File: src/logic/sbc_mode_consts.svh
`ifndef SBC_MODE_CONSTS_SVH
`define SBC_MODE_CONSTS_SVH

// Clock rate in MHz; the microsecond timings below are converted to cycles with it.
`define SBC_CLOCK_MHZ      20

// Reset output pulse widths in microseconds.
`define SBC_RESET_LONG_US  4000
`define SBC_RESET_SHORT_US 700

// Sleep-entry timeout and transceiver initialisation time in microseconds.
`define SBC_GOTOSLP_US     1000
`define SBC_INIT_NORM_US   20

// Control pins must be stable this many cycles before a new level is accepted.
`define SBC_DEBOUNCE_CYC   4

// Request byte that asks for a status frame, and data bits per frame.
`define SBC_PORT_REQUEST   8'h55
`define SBC_FRAME_BITS     8

// Reset value of the latched event flags.
`define SBC_FLAGS_RESET    6'h00

`endif

File: src/logic/sbc_mode_pkg.sv
package sbc_mode_pkg;

	typedef enum logic [3:0] {
		MODE_OFF         = 4'h0,
		MODE_RESET       = 4'h1,
		MODE_STANDBY     = 4'h2,
		MODE_NORMAL      = 4'h3,
		MODE_PORT        = 4'h4,
		MODE_SLEEP_ENTRY = 4'h5,
		MODE_SLEEP       = 4'h6,
		MODE_CONFIG      = 4'h7
	} mode_t;

	typedef enum logic [2:0] {
		FRAME_IDLE    = 3'h0,
		FRAME_MEASURE = 3'h1,
		FRAME_RXBITS  = 3'h2,
		FRAME_TXSTART = 3'h3,
		FRAME_TXBITS  = 3'h4,
		FRAME_TXSTOP  = 3'h5
	} frame_t;

	typedef struct packed {
		logic en;
		logic standbyN;
		logic txd;
		logic wakeA;
		logic wakeB;
		logic batteryOk;
	} pins_t;

	typedef struct packed {
		logic sleepDisable;
		logic resetShort;
		logic crcValid;
		logic configSupplyOk;
		logic linEnable;
		logic watchdogEnable;
		logic watchdogAutoSel;
		logic wakeAEnable;
		logic wakeBEnable;
		logic busWakeEnable;
	} config_t;

	typedef struct packed {
		logic regulatorOn;
		logic transceiverOn;
		logic watchdogRun;
		logic watchdogAutonomous;
	} supply_t;

endpackage : sbc_mode_pkg

File: src/logic/sbc_mode_controller.sv
// Notes on behaviour
// - NORMAL: regulator on, transceiver after init, watchdog.
// - NORMAL clears all pending wake-up flags.
// - STANDBY to NORMAL on enable rise, standby low.
// - PORT to NORMAL on standby fall, enable high.
// - STANDBY/sleep-entry: regulator on, wake detect, receive low on wake.
// - RESET exits to STANDBY with valid CRC.
// - NORMAL to STANDBY on enable fall, standby low.
// - PORT to STANDBY on enable fall.
// - PORT: send status frame after 55h request.
// - Frame bits: flags active low, wake levels.
// - Level bit reads one above threshold.
// - Clear reported flags at stop bit rise.
// - Snapshot at start bit fall; later events kept.
// - Enter PORT from sleep-entry or STANDBY, enable rise.
// - NORMAL to sleep-entry on enable fall, sleep enabled.
// - Sleep-entry to SLEEP after timeout, enable low.
// - SLEEP: all off, reset low, wake detect on.
// - Reset event enters RESET, reset held low.
// - OFF leaves via RESET on power-on detection.
// - Battery undervoltage forces OFF from any mode.
// - RESET exits to CONFIG without CRC, supply ok.
// - Receive pin high after entering PORT.
`include "sbc_mode_consts.svh"

module sbc_mode_controller #(
	parameter int TIMER_W        = 20,
	parameter int PERIOD_W       = 16,
	parameter int RESET_LONG_CYC = `SBC_RESET_LONG_US * `SBC_CLOCK_MHZ,
	parameter int RESET_SHRT_CYC = `SBC_RESET_SHORT_US * `SBC_CLOCK_MHZ,
	parameter int GOTOSLP_CYC    = `SBC_GOTOSLP_US * `SBC_CLOCK_MHZ,
	parameter int INIT_CYC       = `SBC_INIT_NORM_US * `SBC_CLOCK_MHZ
) (
	input  wire logic                  clock,         // 20 MHz system clock
	input  wire logic                  reset,         // Power-on reset, synchronous, high
	input  wire logic                  enPin,         // Enable pin from host
	input  wire logic                  standbyCtrlN,  // Standby control pin, low active
	input  wire logic                  txdPin,        // Transmit pin from host
	input  wire logic                  wakeA,         // Local wake input A level
	input  wire logic                  wakeB,         // Local wake input B level
	input  wire logic                  batteryOk,     // Battery above power-on threshold
	input  wire logic                  busWake,       // Bus wake-up detected, one-cycle pulse
	input  wire logic                  fallbackEvent, // Fallback event, one-cycle pulse
	input  wire logic                  resetEvent,    // Reset event, one-cycle pulse
	input  wire logic                  linRxd,        // Bus receiver data for NORMAL mode
	input  wire sbc_mode_pkg::config_t cfg,           // Stored configuration bits
	output sbc_mode_pkg::supply_t      supply,        // Regulator, transceiver, watchdog enables
	output logic                       resetOutN,     // Reset output, low active
	output logic                       rxdPin,        // Receive pin
	output sbc_mode_pkg::mode_t        mode           // Current operating mode
);

	localparam int                  DEB_CYC   = `SBC_DEBOUNCE_CYC;
	localparam logic [1:0]          DEB_LAST  = 2'(DEB_CYC - 1);
	localparam logic [TIMER_W-1:0]  LONG_LAST = TIMER_W'(RESET_LONG_CYC - 1);
	localparam logic [TIMER_W-1:0]  SHRT_LAST = TIMER_W'(RESET_SHRT_CYC - 1);
	localparam logic [TIMER_W-1:0]  SLP_LAST  = TIMER_W'(GOTOSLP_CYC - 1);
	localparam logic [TIMER_W-1:0]  INIT_LAST = TIMER_W'(INIT_CYC - 1);
	localparam logic [PERIOD_W-1:0] PER_ONE   = PERIOD_W'(1);
	localparam logic [3:0]          LAST_BIT  = 4'(`SBC_FRAME_BITS - 1);
	localparam logic [3:0]          STOP_SLOT = 4'(`SBC_FRAME_BITS);

	if (DEB_CYC < 2 || DEB_CYC > 4) begin : g_bad_debounce
		$error("Debounce count must lie between 2 and 4.");
	end
	if (RESET_LONG_CYC >= 2 ** TIMER_W || RESET_SHRT_CYC >= 2 ** TIMER_W ||
		GOTOSLP_CYC >= 2 ** TIMER_W || INIT_CYC < 1 || RESET_SHRT_CYC < 1) begin : g_bad_timer
		$error("Timer width cannot hold the timing counts.");
	end
	if (PERIOD_W < 4) begin : g_bad_period
		$error("Bit period counter is too narrow.");
	end

	typedef struct packed {
		sbc_mode_pkg::mode_t   mode;
		logic [TIMER_W-1:0]    timer;
		logic                  initDone;
		sbc_mode_pkg::pins_t   s1;
		sbc_mode_pkg::pins_t   s2;
		logic [1:0]            filt;
		logic [1:0]            filtPrev;
		logic [1:0][1:0]       deb;
		logic [1:0]            wakePrev;
		logic [5:0]            flags;
		logic [5:0]            snap;
		sbc_mode_pkg::frame_t  frame;
		logic [3:0]            bitCnt;
		logic [PERIOD_W-1:0]   period;
		logic [PERIOD_W-1:0]   bcnt;
		logic [7:0]            shift;
		logic                  txdPrev;
		sbc_mode_pkg::supply_t sup;
		logic                  resetN;
		logic                  rxd;
	} state_t;

	state_t              q;
	state_t              d;
	sbc_mode_pkg::pins_t pinsIn;
	logic                enRise;
	logic                enFall;
	logic                stbyFall;
	logic                txdFall;
	logic                txdRise;
	logic                batSync;
	logic                override;
	logic                detectOn;
	logic [5:0]          newEv;

	assign pinsIn   = '{en: enPin, standbyN: standbyCtrlN, txd: txdPin,
			wakeA: wakeA, wakeB: wakeB, batteryOk: batteryOk};
	// Only the filtered enable and standby levels reach the mode logic, so a bouncing pin makes one edge.
	assign enRise   = q.filt[0] & ~q.filtPrev[0];
	assign enFall   = ~q.filt[0] & q.filtPrev[0];
	assign stbyFall = ~q.filt[1] & q.filtPrev[1];
	assign txdFall  = ~q.s2.txd & q.txdPrev;
	assign txdRise  = q.s2.txd & ~q.txdPrev;
	assign batSync  = q.s2.batteryOk;
	assign override = ~batSync | (resetEvent & (q.mode != sbc_mode_pkg::MODE_OFF));
	assign detectOn = (q.mode == sbc_mode_pkg::MODE_STANDBY) | (q.mode == sbc_mode_pkg::MODE_SLEEP_ENTRY) |
			(q.mode == sbc_mode_pkg::MODE_SLEEP) | (q.mode == sbc_mode_pkg::MODE_PORT);
	assign newEv    = {fallbackEvent & (q.mode != sbc_mode_pkg::MODE_OFF),
			{~q.s2.wakeB & q.wakePrev[1], q.s2.wakeB & ~q.wakePrev[1]} & {2{cfg.wakeBEnable & detectOn}},
			{~q.s2.wakeA & q.wakePrev[0], q.s2.wakeA & ~q.wakePrev[0]} & {2{cfg.wakeAEnable & detectOn}},
			busWake & cfg.busWakeEnable & detectOn};

	always_comb begin
		logic [5:0]          clearMask;
		logic [1:0]          raw;
		logic [PERIOD_W-1:0] len;
		clearMask = 6'h00;
		raw       = {q.s2.standbyN, q.s2.en};
		len       = q.bcnt + PER_ONE;
		d         = q;
		d.s1      = pinsIn;
		d.s2      = q.s1;
		d.txdPrev = q.s2.txd;
		d.wakePrev = {q.s2.wakeB, q.s2.wakeA};
		d.filtPrev = q.filt;
		for (int i = 0; i < 2; i++) begin
			if (raw[i] == q.filt[i]) begin
				d.deb[i] = 2'h0;
			end else if (q.deb[i] == DEB_LAST) begin
				d.filt[i] = raw[i];
				d.deb[i]  = 2'h0;
			end else begin
				d.deb[i] = q.deb[i] + 2'h1;
			end
		end
		if (q.timer != {TIMER_W{1'b1}}) begin
			d.timer = q.timer + TIMER_W'(1);
		end

		// Mode sequencing; power loss outranks a reset event, which outranks pin requests.
		if (~batSync) begin
			d.mode = sbc_mode_pkg::MODE_OFF;
		end else if (resetEvent && q.mode != sbc_mode_pkg::MODE_OFF) begin
			d.mode = sbc_mode_pkg::MODE_RESET;
		end else begin
			case (q.mode)
				sbc_mode_pkg::MODE_OFF: begin
					d.mode = sbc_mode_pkg::MODE_RESET;
				end
				sbc_mode_pkg::MODE_RESET: begin
					if (q.timer == (cfg.resetShort ? SHRT_LAST : LONG_LAST)) begin
						if (cfg.crcValid) begin
							d.mode = sbc_mode_pkg::MODE_STANDBY;
						end else if (cfg.configSupplyOk) begin
							d.mode = sbc_mode_pkg::MODE_CONFIG;
						end else begin
							d.timer = '0;
						end
					end
				end
				sbc_mode_pkg::MODE_STANDBY: begin
					if (enRise && !q.filt[1]) begin
						d.mode = sbc_mode_pkg::MODE_NORMAL;
					end else if (enRise) begin
						d.mode = sbc_mode_pkg::MODE_PORT;
					end
				end
				sbc_mode_pkg::MODE_NORMAL: begin
					if (enFall && (!q.filt[1] || cfg.sleepDisable)) begin
						d.mode = sbc_mode_pkg::MODE_STANDBY;
					end else if (enFall) begin
						d.mode = sbc_mode_pkg::MODE_SLEEP_ENTRY;
					end
				end
				sbc_mode_pkg::MODE_PORT: begin
					if (enFall) begin
						d.mode = sbc_mode_pkg::MODE_STANDBY;
					end else if (stbyFall && q.filt[0]) begin
						d.mode = sbc_mode_pkg::MODE_NORMAL;
					end
				end
				sbc_mode_pkg::MODE_SLEEP_ENTRY: begin
					if (enRise) begin
						d.mode = sbc_mode_pkg::MODE_PORT;
					end else if (q.timer == SLP_LAST && !q.filt[0]) begin
						d.mode = sbc_mode_pkg::MODE_SLEEP;
					end
				end
				sbc_mode_pkg::MODE_SLEEP: begin
					// A latched wake-up restarts the system through a reset pulse.
					if (|q.flags[4:0]) begin
						d.mode = sbc_mode_pkg::MODE_RESET;
					end
				end
				sbc_mode_pkg::MODE_CONFIG: begin
					d.mode = sbc_mode_pkg::MODE_CONFIG;
				end
				default: begin
					d.mode = sbc_mode_pkg::MODE_OFF;
				end
			endcase
		end
		if (d.mode != q.mode) begin
			d.timer = '0;
		end
		d.initDone = (d.mode == sbc_mode_pkg::MODE_NORMAL) &&
				(q.initDone || (q.mode == sbc_mode_pkg::MODE_NORMAL && q.timer == INIT_LAST));

		// Status frame: the request start bit is timed to learn the host's bit period.
		if (q.mode != sbc_mode_pkg::MODE_PORT || d.mode != sbc_mode_pkg::MODE_PORT) begin
			d.frame = sbc_mode_pkg::FRAME_IDLE;
			d.rxd   = 1'b1;
		end else begin
			case (q.frame)
				sbc_mode_pkg::FRAME_IDLE: begin
					if (txdFall) begin
						d.frame = sbc_mode_pkg::FRAME_MEASURE;
						d.bcnt  = '0;
					end
				end
				sbc_mode_pkg::FRAME_MEASURE: begin
					if (txdRise) begin
						d.period   = len;
						d.bcnt     = len + (len >> 1) - PER_ONE;
						d.shift    = 8'h01;
						d.bitCnt   = 4'h1;
						d.frame    = sbc_mode_pkg::FRAME_RXBITS;
					end else if (q.bcnt[PERIOD_W-1]) begin
						d.frame = sbc_mode_pkg::FRAME_IDLE;
					end else begin
						d.bcnt = len;
					end
				end
				sbc_mode_pkg::FRAME_RXBITS: begin
					if (q.bcnt != '0) begin
						d.bcnt = q.bcnt - PER_ONE;
					end else if (q.bitCnt != STOP_SLOT) begin
						d.shift[q.bitCnt[2:0]] = q.s2.txd;
						d.bitCnt = q.bitCnt + 4'h1;
						d.bcnt   = q.period - PER_ONE;
					end else if (q.s2.txd && q.shift == `SBC_PORT_REQUEST) begin
						// Snapshot taken on the edge that drives the start bit low.
						d.snap  = q.flags;
						d.shift = {~q.flags, q.s2.wakeB, q.s2.wakeA};
						d.rxd   = 1'b0;
						d.bcnt  = q.period - PER_ONE;
						d.frame = sbc_mode_pkg::FRAME_TXSTART;
					end else begin
						d.frame = sbc_mode_pkg::FRAME_IDLE;
					end
				end
				sbc_mode_pkg::FRAME_TXSTART: begin
					if (q.bcnt != '0) begin
						d.bcnt = q.bcnt - PER_ONE;
					end else begin
						d.rxd    = q.shift[0];
						d.shift  = q.shift >> 1;
						d.bitCnt = 4'h0;
						d.bcnt   = q.period - PER_ONE;
						d.frame  = sbc_mode_pkg::FRAME_TXBITS;
					end
				end
				sbc_mode_pkg::FRAME_TXBITS: begin
					if (q.bcnt != '0) begin
						d.bcnt = q.bcnt - PER_ONE;
					end else if (q.bitCnt == LAST_BIT) begin
						d.rxd     = 1'b1;
						clearMask = q.snap;
						d.bcnt    = q.period - PER_ONE;
						d.frame   = sbc_mode_pkg::FRAME_TXSTOP;
					end else begin
						d.rxd    = q.shift[0];
						d.shift  = q.shift >> 1;
						d.bitCnt = q.bitCnt + 4'h1;
						d.bcnt   = q.period - PER_ONE;
					end
				end
				sbc_mode_pkg::FRAME_TXSTOP: begin
					if (q.bcnt != '0) begin
						d.bcnt = q.bcnt - PER_ONE;
					end else begin
						d.frame = sbc_mode_pkg::FRAME_IDLE;
					end
				end
				default: begin
					d.frame = sbc_mode_pkg::FRAME_IDLE;
				end
			endcase
		end

		// A new event in the clearing cycle survives because the set is applied last.
		d.flags = (q.flags & ~clearMask) | newEv;
		if (q.mode == sbc_mode_pkg::MODE_NORMAL) begin
			d.flags[4:0] = 5'h00;
		end
		if (d.mode == sbc_mode_pkg::MODE_OFF) begin
			d.flags = `SBC_FLAGS_RESET;
		end

		d.sup    = '0;
		d.resetN = 1'b1;
		case (d.mode)
			sbc_mode_pkg::MODE_OFF, sbc_mode_pkg::MODE_SLEEP: begin
				d.resetN = 1'b0;
				d.rxd    = 1'b0;
			end
			sbc_mode_pkg::MODE_RESET: begin
				d.sup.regulatorOn = 1'b1;
				d.resetN          = 1'b0;
				d.rxd             = 1'b1;
			end
			sbc_mode_pkg::MODE_STANDBY, sbc_mode_pkg::MODE_SLEEP_ENTRY, sbc_mode_pkg::MODE_PORT: begin
				d.sup.regulatorOn        = 1'b1;
				d.sup.watchdogRun        = cfg.watchdogEnable & ~cfg.watchdogAutoSel;
				d.sup.watchdogAutonomous = cfg.watchdogEnable & cfg.watchdogAutoSel;
				if (d.mode != sbc_mode_pkg::MODE_PORT) begin
					d.rxd = ~|d.flags[4:0];
				end
			end
			sbc_mode_pkg::MODE_NORMAL: begin
				d.sup.regulatorOn   = 1'b1;
				d.sup.transceiverOn = cfg.linEnable & d.initDone;
				d.sup.watchdogRun   = cfg.watchdogEnable;
				d.rxd               = linRxd;
			end
			sbc_mode_pkg::MODE_CONFIG: begin
				d.sup.regulatorOn = 1'b1;
				d.rxd             = 1'b1;
			end
			default: begin
				d.resetN = 1'b0;
			end
		endcase
	end

	always_ff @(posedge clock) begin
		if (reset) begin
			q      <= '0;
			q.mode <= sbc_mode_pkg::MODE_OFF;
		end else begin
			q <= d;
		end
	end

	assign supply    = q.sup;
	assign resetOutN = q.resetN;
	assign rxdPin    = q.rxd;
	assign mode      = q.mode;
endmodule : sbc_mode_controller

File: config.mk
export PLATFORM = sky130hd
export DESIGN_NAME = sbc_mode_controller
export DESIGN_NICKNAME = d
export VERILOG_FILES = /design/src/logic/sbc_mode_pkg.sv /design/src/logic/sbc_mode_controller.sv
export VERILOG_INCLUDE_DIRS = /design/src /design/src/logic
export SDC_FILE = /design/constraint.sdc
export NUM_CORES = 1
export LEC_CHECK = 0
export BUFFER_PORTS_ARGS = -buffer_cell sky130_fd_sc_hd__buf_2
export CAP_MARGIN = 10
export CORE_ASPECT_RATIO = 0.6
export CORE_MARGIN = 2
export CORE_UTILIZATION = 30
export CTS_CLUSTER_SIZE = 16
export DETAILED_ROUTE_END_ITERATION = 12
export PLACE_DENSITY = 0.43
export RECOVER_POWER = 50
export SYNTH_ARGS = -nofsm -noshare
export SYNTH_HDL_FRONTEND = slang
export SYNTH_SLANG_ARGS = --single-unit
File: constraint.sdc
create_clock -name clock -period 9.8 [get_ports clock]
set_clock_uncertainty 0.1 [all_clocks]
set_input_delay 1.96 -clock clock [delete_from_list [all_inputs] [get_ports clock]]
set_output_delay 1.96 -clock clock [all_outputs]
set_load 0.1 [all_outputs]
==> impl_metrics.ini <==
[status]
violations = max-capacitance violations, max-slew violations
outcome = complete, but fails checks

[setup_path]
required_ns = 9.90
worstSetupEndpointType = flop
cp.arrival_ns = 5.74
critPathLaunchType = primary input
rr_endpoint = q[30]
rrSetupSlack_ns = 4.51
crit_end = q[29]
crit_path_start = reset
reg2reg_from = q[15]
crit_fanout = 54
reg2reg_depth = 16
path_class = primary input to flop

[detailed_routing]
dr.max_layer_used = met4
wire_per_inst_um = 17.6
dr_wl_met2_mm = 7.71
drc = 0
dr_total_vias = 6785
met1_length_mm = 13.4
avgViaCountPerCell = 5.26
wl_mm = 22.7
firstDrtPassIters = 5
wl_met3_mm = 1.40
route.antenna.remaining_nets = 0
drt-initial-drc-count = 579

[yosys]
netlist_area_um2 = 7390
syn_inst = 954
yosys_warnings = 0
synth_edf_count = 0
postSynthAreaPerCell_um2 = 7.75
yosys.area.top_type = dfxtp_1
seq_area_frac_synth_pct = 30.6
yosysUniqueCellTypes = 72
syn-num-nets = 1014
synth_ff_type = dfxtp_1
synthArstFlopShare_pct = 0
synth.top_cells.by_area = dfxtp_1, nor2_1, ha_1
ys_ff_latch = 113
netlist.area_leader.share_pct = 30.6

[global_routing]
grt_pass1_vias = 5995
grt_max_degree = 55
grt_pass1_wl_mm = 35.8
grt_overflow = 0
antenna_found_initial = 0
track_usage_pct = 18.0

[timing]
final-hold-violation-count = 0
tns_ns = 0
fmax_mhz = 177
tightest_slew_ns = 2.68
period_needed_ns = 5.64
setup_viol = 0
slew-limit-headroom_pct = -78.9
rsz0062_at_grt = no
slew_violations = 122
fin_crit_sh_pct = 57.6

[place]
numPortBuffers = 31
place_congestion = 0.835
post-dp-hpwl_mm = 16.6

[floorplan]
dieHeight_um = 126
start_util_pct = 30.6
die_area_um2 = 26000
rows = 44
io_pins = 32
dieWidth_um = 207
core_area_um2 = 24200

[power]
p_leak_uw = 0.00303
finalPower_uw = 1140
peakVddDrop_uv = 121
powerDensity_nw_per_um2 = 137

[cts]
ctsHoldBuffers = 0
ctsHtreeMaxLevel = 4
path_clk_slew_ns = 0.06
clock_latency_ns = 0.42
cts_resized = 0
numClockSinks = 113
cts_tree = built
cts_max_path_buffers = 2
cts_buffers = 17
postCtsSetupRepairBufs = 0
cts_root_buf = clkbuf_16

[layout]
nets = 1015
n_antenna_cell = 0
multi_input_area_um2 = 4670
seq_area_um2 = 2260
drive_above_1_share_pct = 7.85
syn_to_final_growth_pct = 12.5
n_fill_cell = 2549

[worst_hold_path]
hold_class = flop to flop

[job]
drv_cap = 3
## cell families after synthesis
kind of cell    after synthesis  share of synthesized area (%)
simple gates                405                           28.2
other cells                   1                         0.0507
mux                          21                           2.86
compound gates              215                           19.4
fa+ha+maj                    38                           6.53
buf+inv                     107                           5.97
xor+xnor                     54                           6.40
flops                       113                           30.6
## layout make-up
class / instances / area share [%]
timing repair buffer: 39 / 2.32
clock inverter: 13 / 1.96
sequential: 113 / 27.2
multi-input combinational: 734 / 56.1
tap: 322 / 4.84
clock buffer: 19 / 5.33
inverter: 50 / 2.26
## stage by stage
| stage | setup WS, ns | instance area (um^2) | hold slack (ns) | std cells | util [%] |
|---|---|---|---|---|---|
| floorplan | 5.50 | 7390 | 0.297 | 954 | - |
| global placement | 4.50 | 7760 | 0.311 | 1258 | 32.1 |
| detailed placement | 4.24 | 7760 | 0.316 | 1258 | 32.1 |
| CTS | 4.61 | 8370 | 0.324 | 1290 | 34.6 |
| global route | 3.69 | 8320 | 0.344 | 1290 | 34.4 |
| finish | 4.16 | 8320 | 0.316 | 1290 | 34.4 |
## sequential cells by signal, summed over array words and instances, names as in the netlist
register and flops:
batSync 1, d 11, mode 4, q 91
resetOutN 1, rxdPin 1, supply 4
## cells in the mapped netlist (15+ instances only)
master    count
or3_1        15
inv_1        49
o21ai_0      42
nor3_1       28
nor2_1      133
nor2b_1      22
ha_1         37
nand2_1      67
a211oi_1     27
nand3_1      27
mux2i_1      20
nand4_1      15
clkbuf_1     38
a21oi_1      49
xor2_1       25
dfxtp_1     113
o22ai_1      15
xnor2_1      29
## worst min path at each step
stage,from,to,slack (ns),depth (start not counted)
after CTS,q[68],q[68],0.32,1
after global routing,q[68],q[68],0.34,1
after floorplan,q[68],q[68],0.30,1
after global placement,q[68],q[68],0.31,1
final,q[68],q[68],0.32,1
after detailed placement,q[68],q[68],0.32,1
## power breakdown
group	internal, uW	total, uW	switching [uW]	leakage (uW)
sequential	463	467	3.35	0.000914
clock	406	644	238	0.000289
combinational	9.51	30.9	21.4	0.00183
total	879	1140	263	0.00303
## layout by cell type (no fill, tap or decap), types with 17 or more instances in the layout
| master | synthesis | layout |
|---|---|---|
| a211oi_1 | 27 | 27 |
| a21oi_1 | 49 | 49 |
| buf_2 | 5 | 19 |
| clkbuf_16 | 0 | 17 |
| dfxtp_1 | 113 | 113 |
| ha_1 | 37 | 37 |
| inv_1 | 49 | 49 |
| mux2i_1 | 20 | 20 |
| nand2_1 | 67 | 67 |
| nand3_1 | 27 | 27 |
| nor2_1 | 133 | 134 |
| nor2b_1 | 22 | 22 |
| nor3_1 | 28 | 27 |
| o21ai_0 | 42 | 42 |
| xnor2_1 | 29 | 29 |
| xor2_1 | 25 | 25 |
## critical path, stage by stage
cell       delay [ns]
clkbuf_1         1.34
clkbuf_1         2.00
a2111oi_0        0.16
nand2_1          0.17
o22ai_1          0.07
## routing by layer
layer  vias to the layer above  global-route usage (%)
li1                       3429                       -
met1                      3173                    31.2
met2                       169                    20.2
met3                        14                    4.30
met4                         0                    4.20
met5                         -                       0
(Power assumes the default switching activity.)
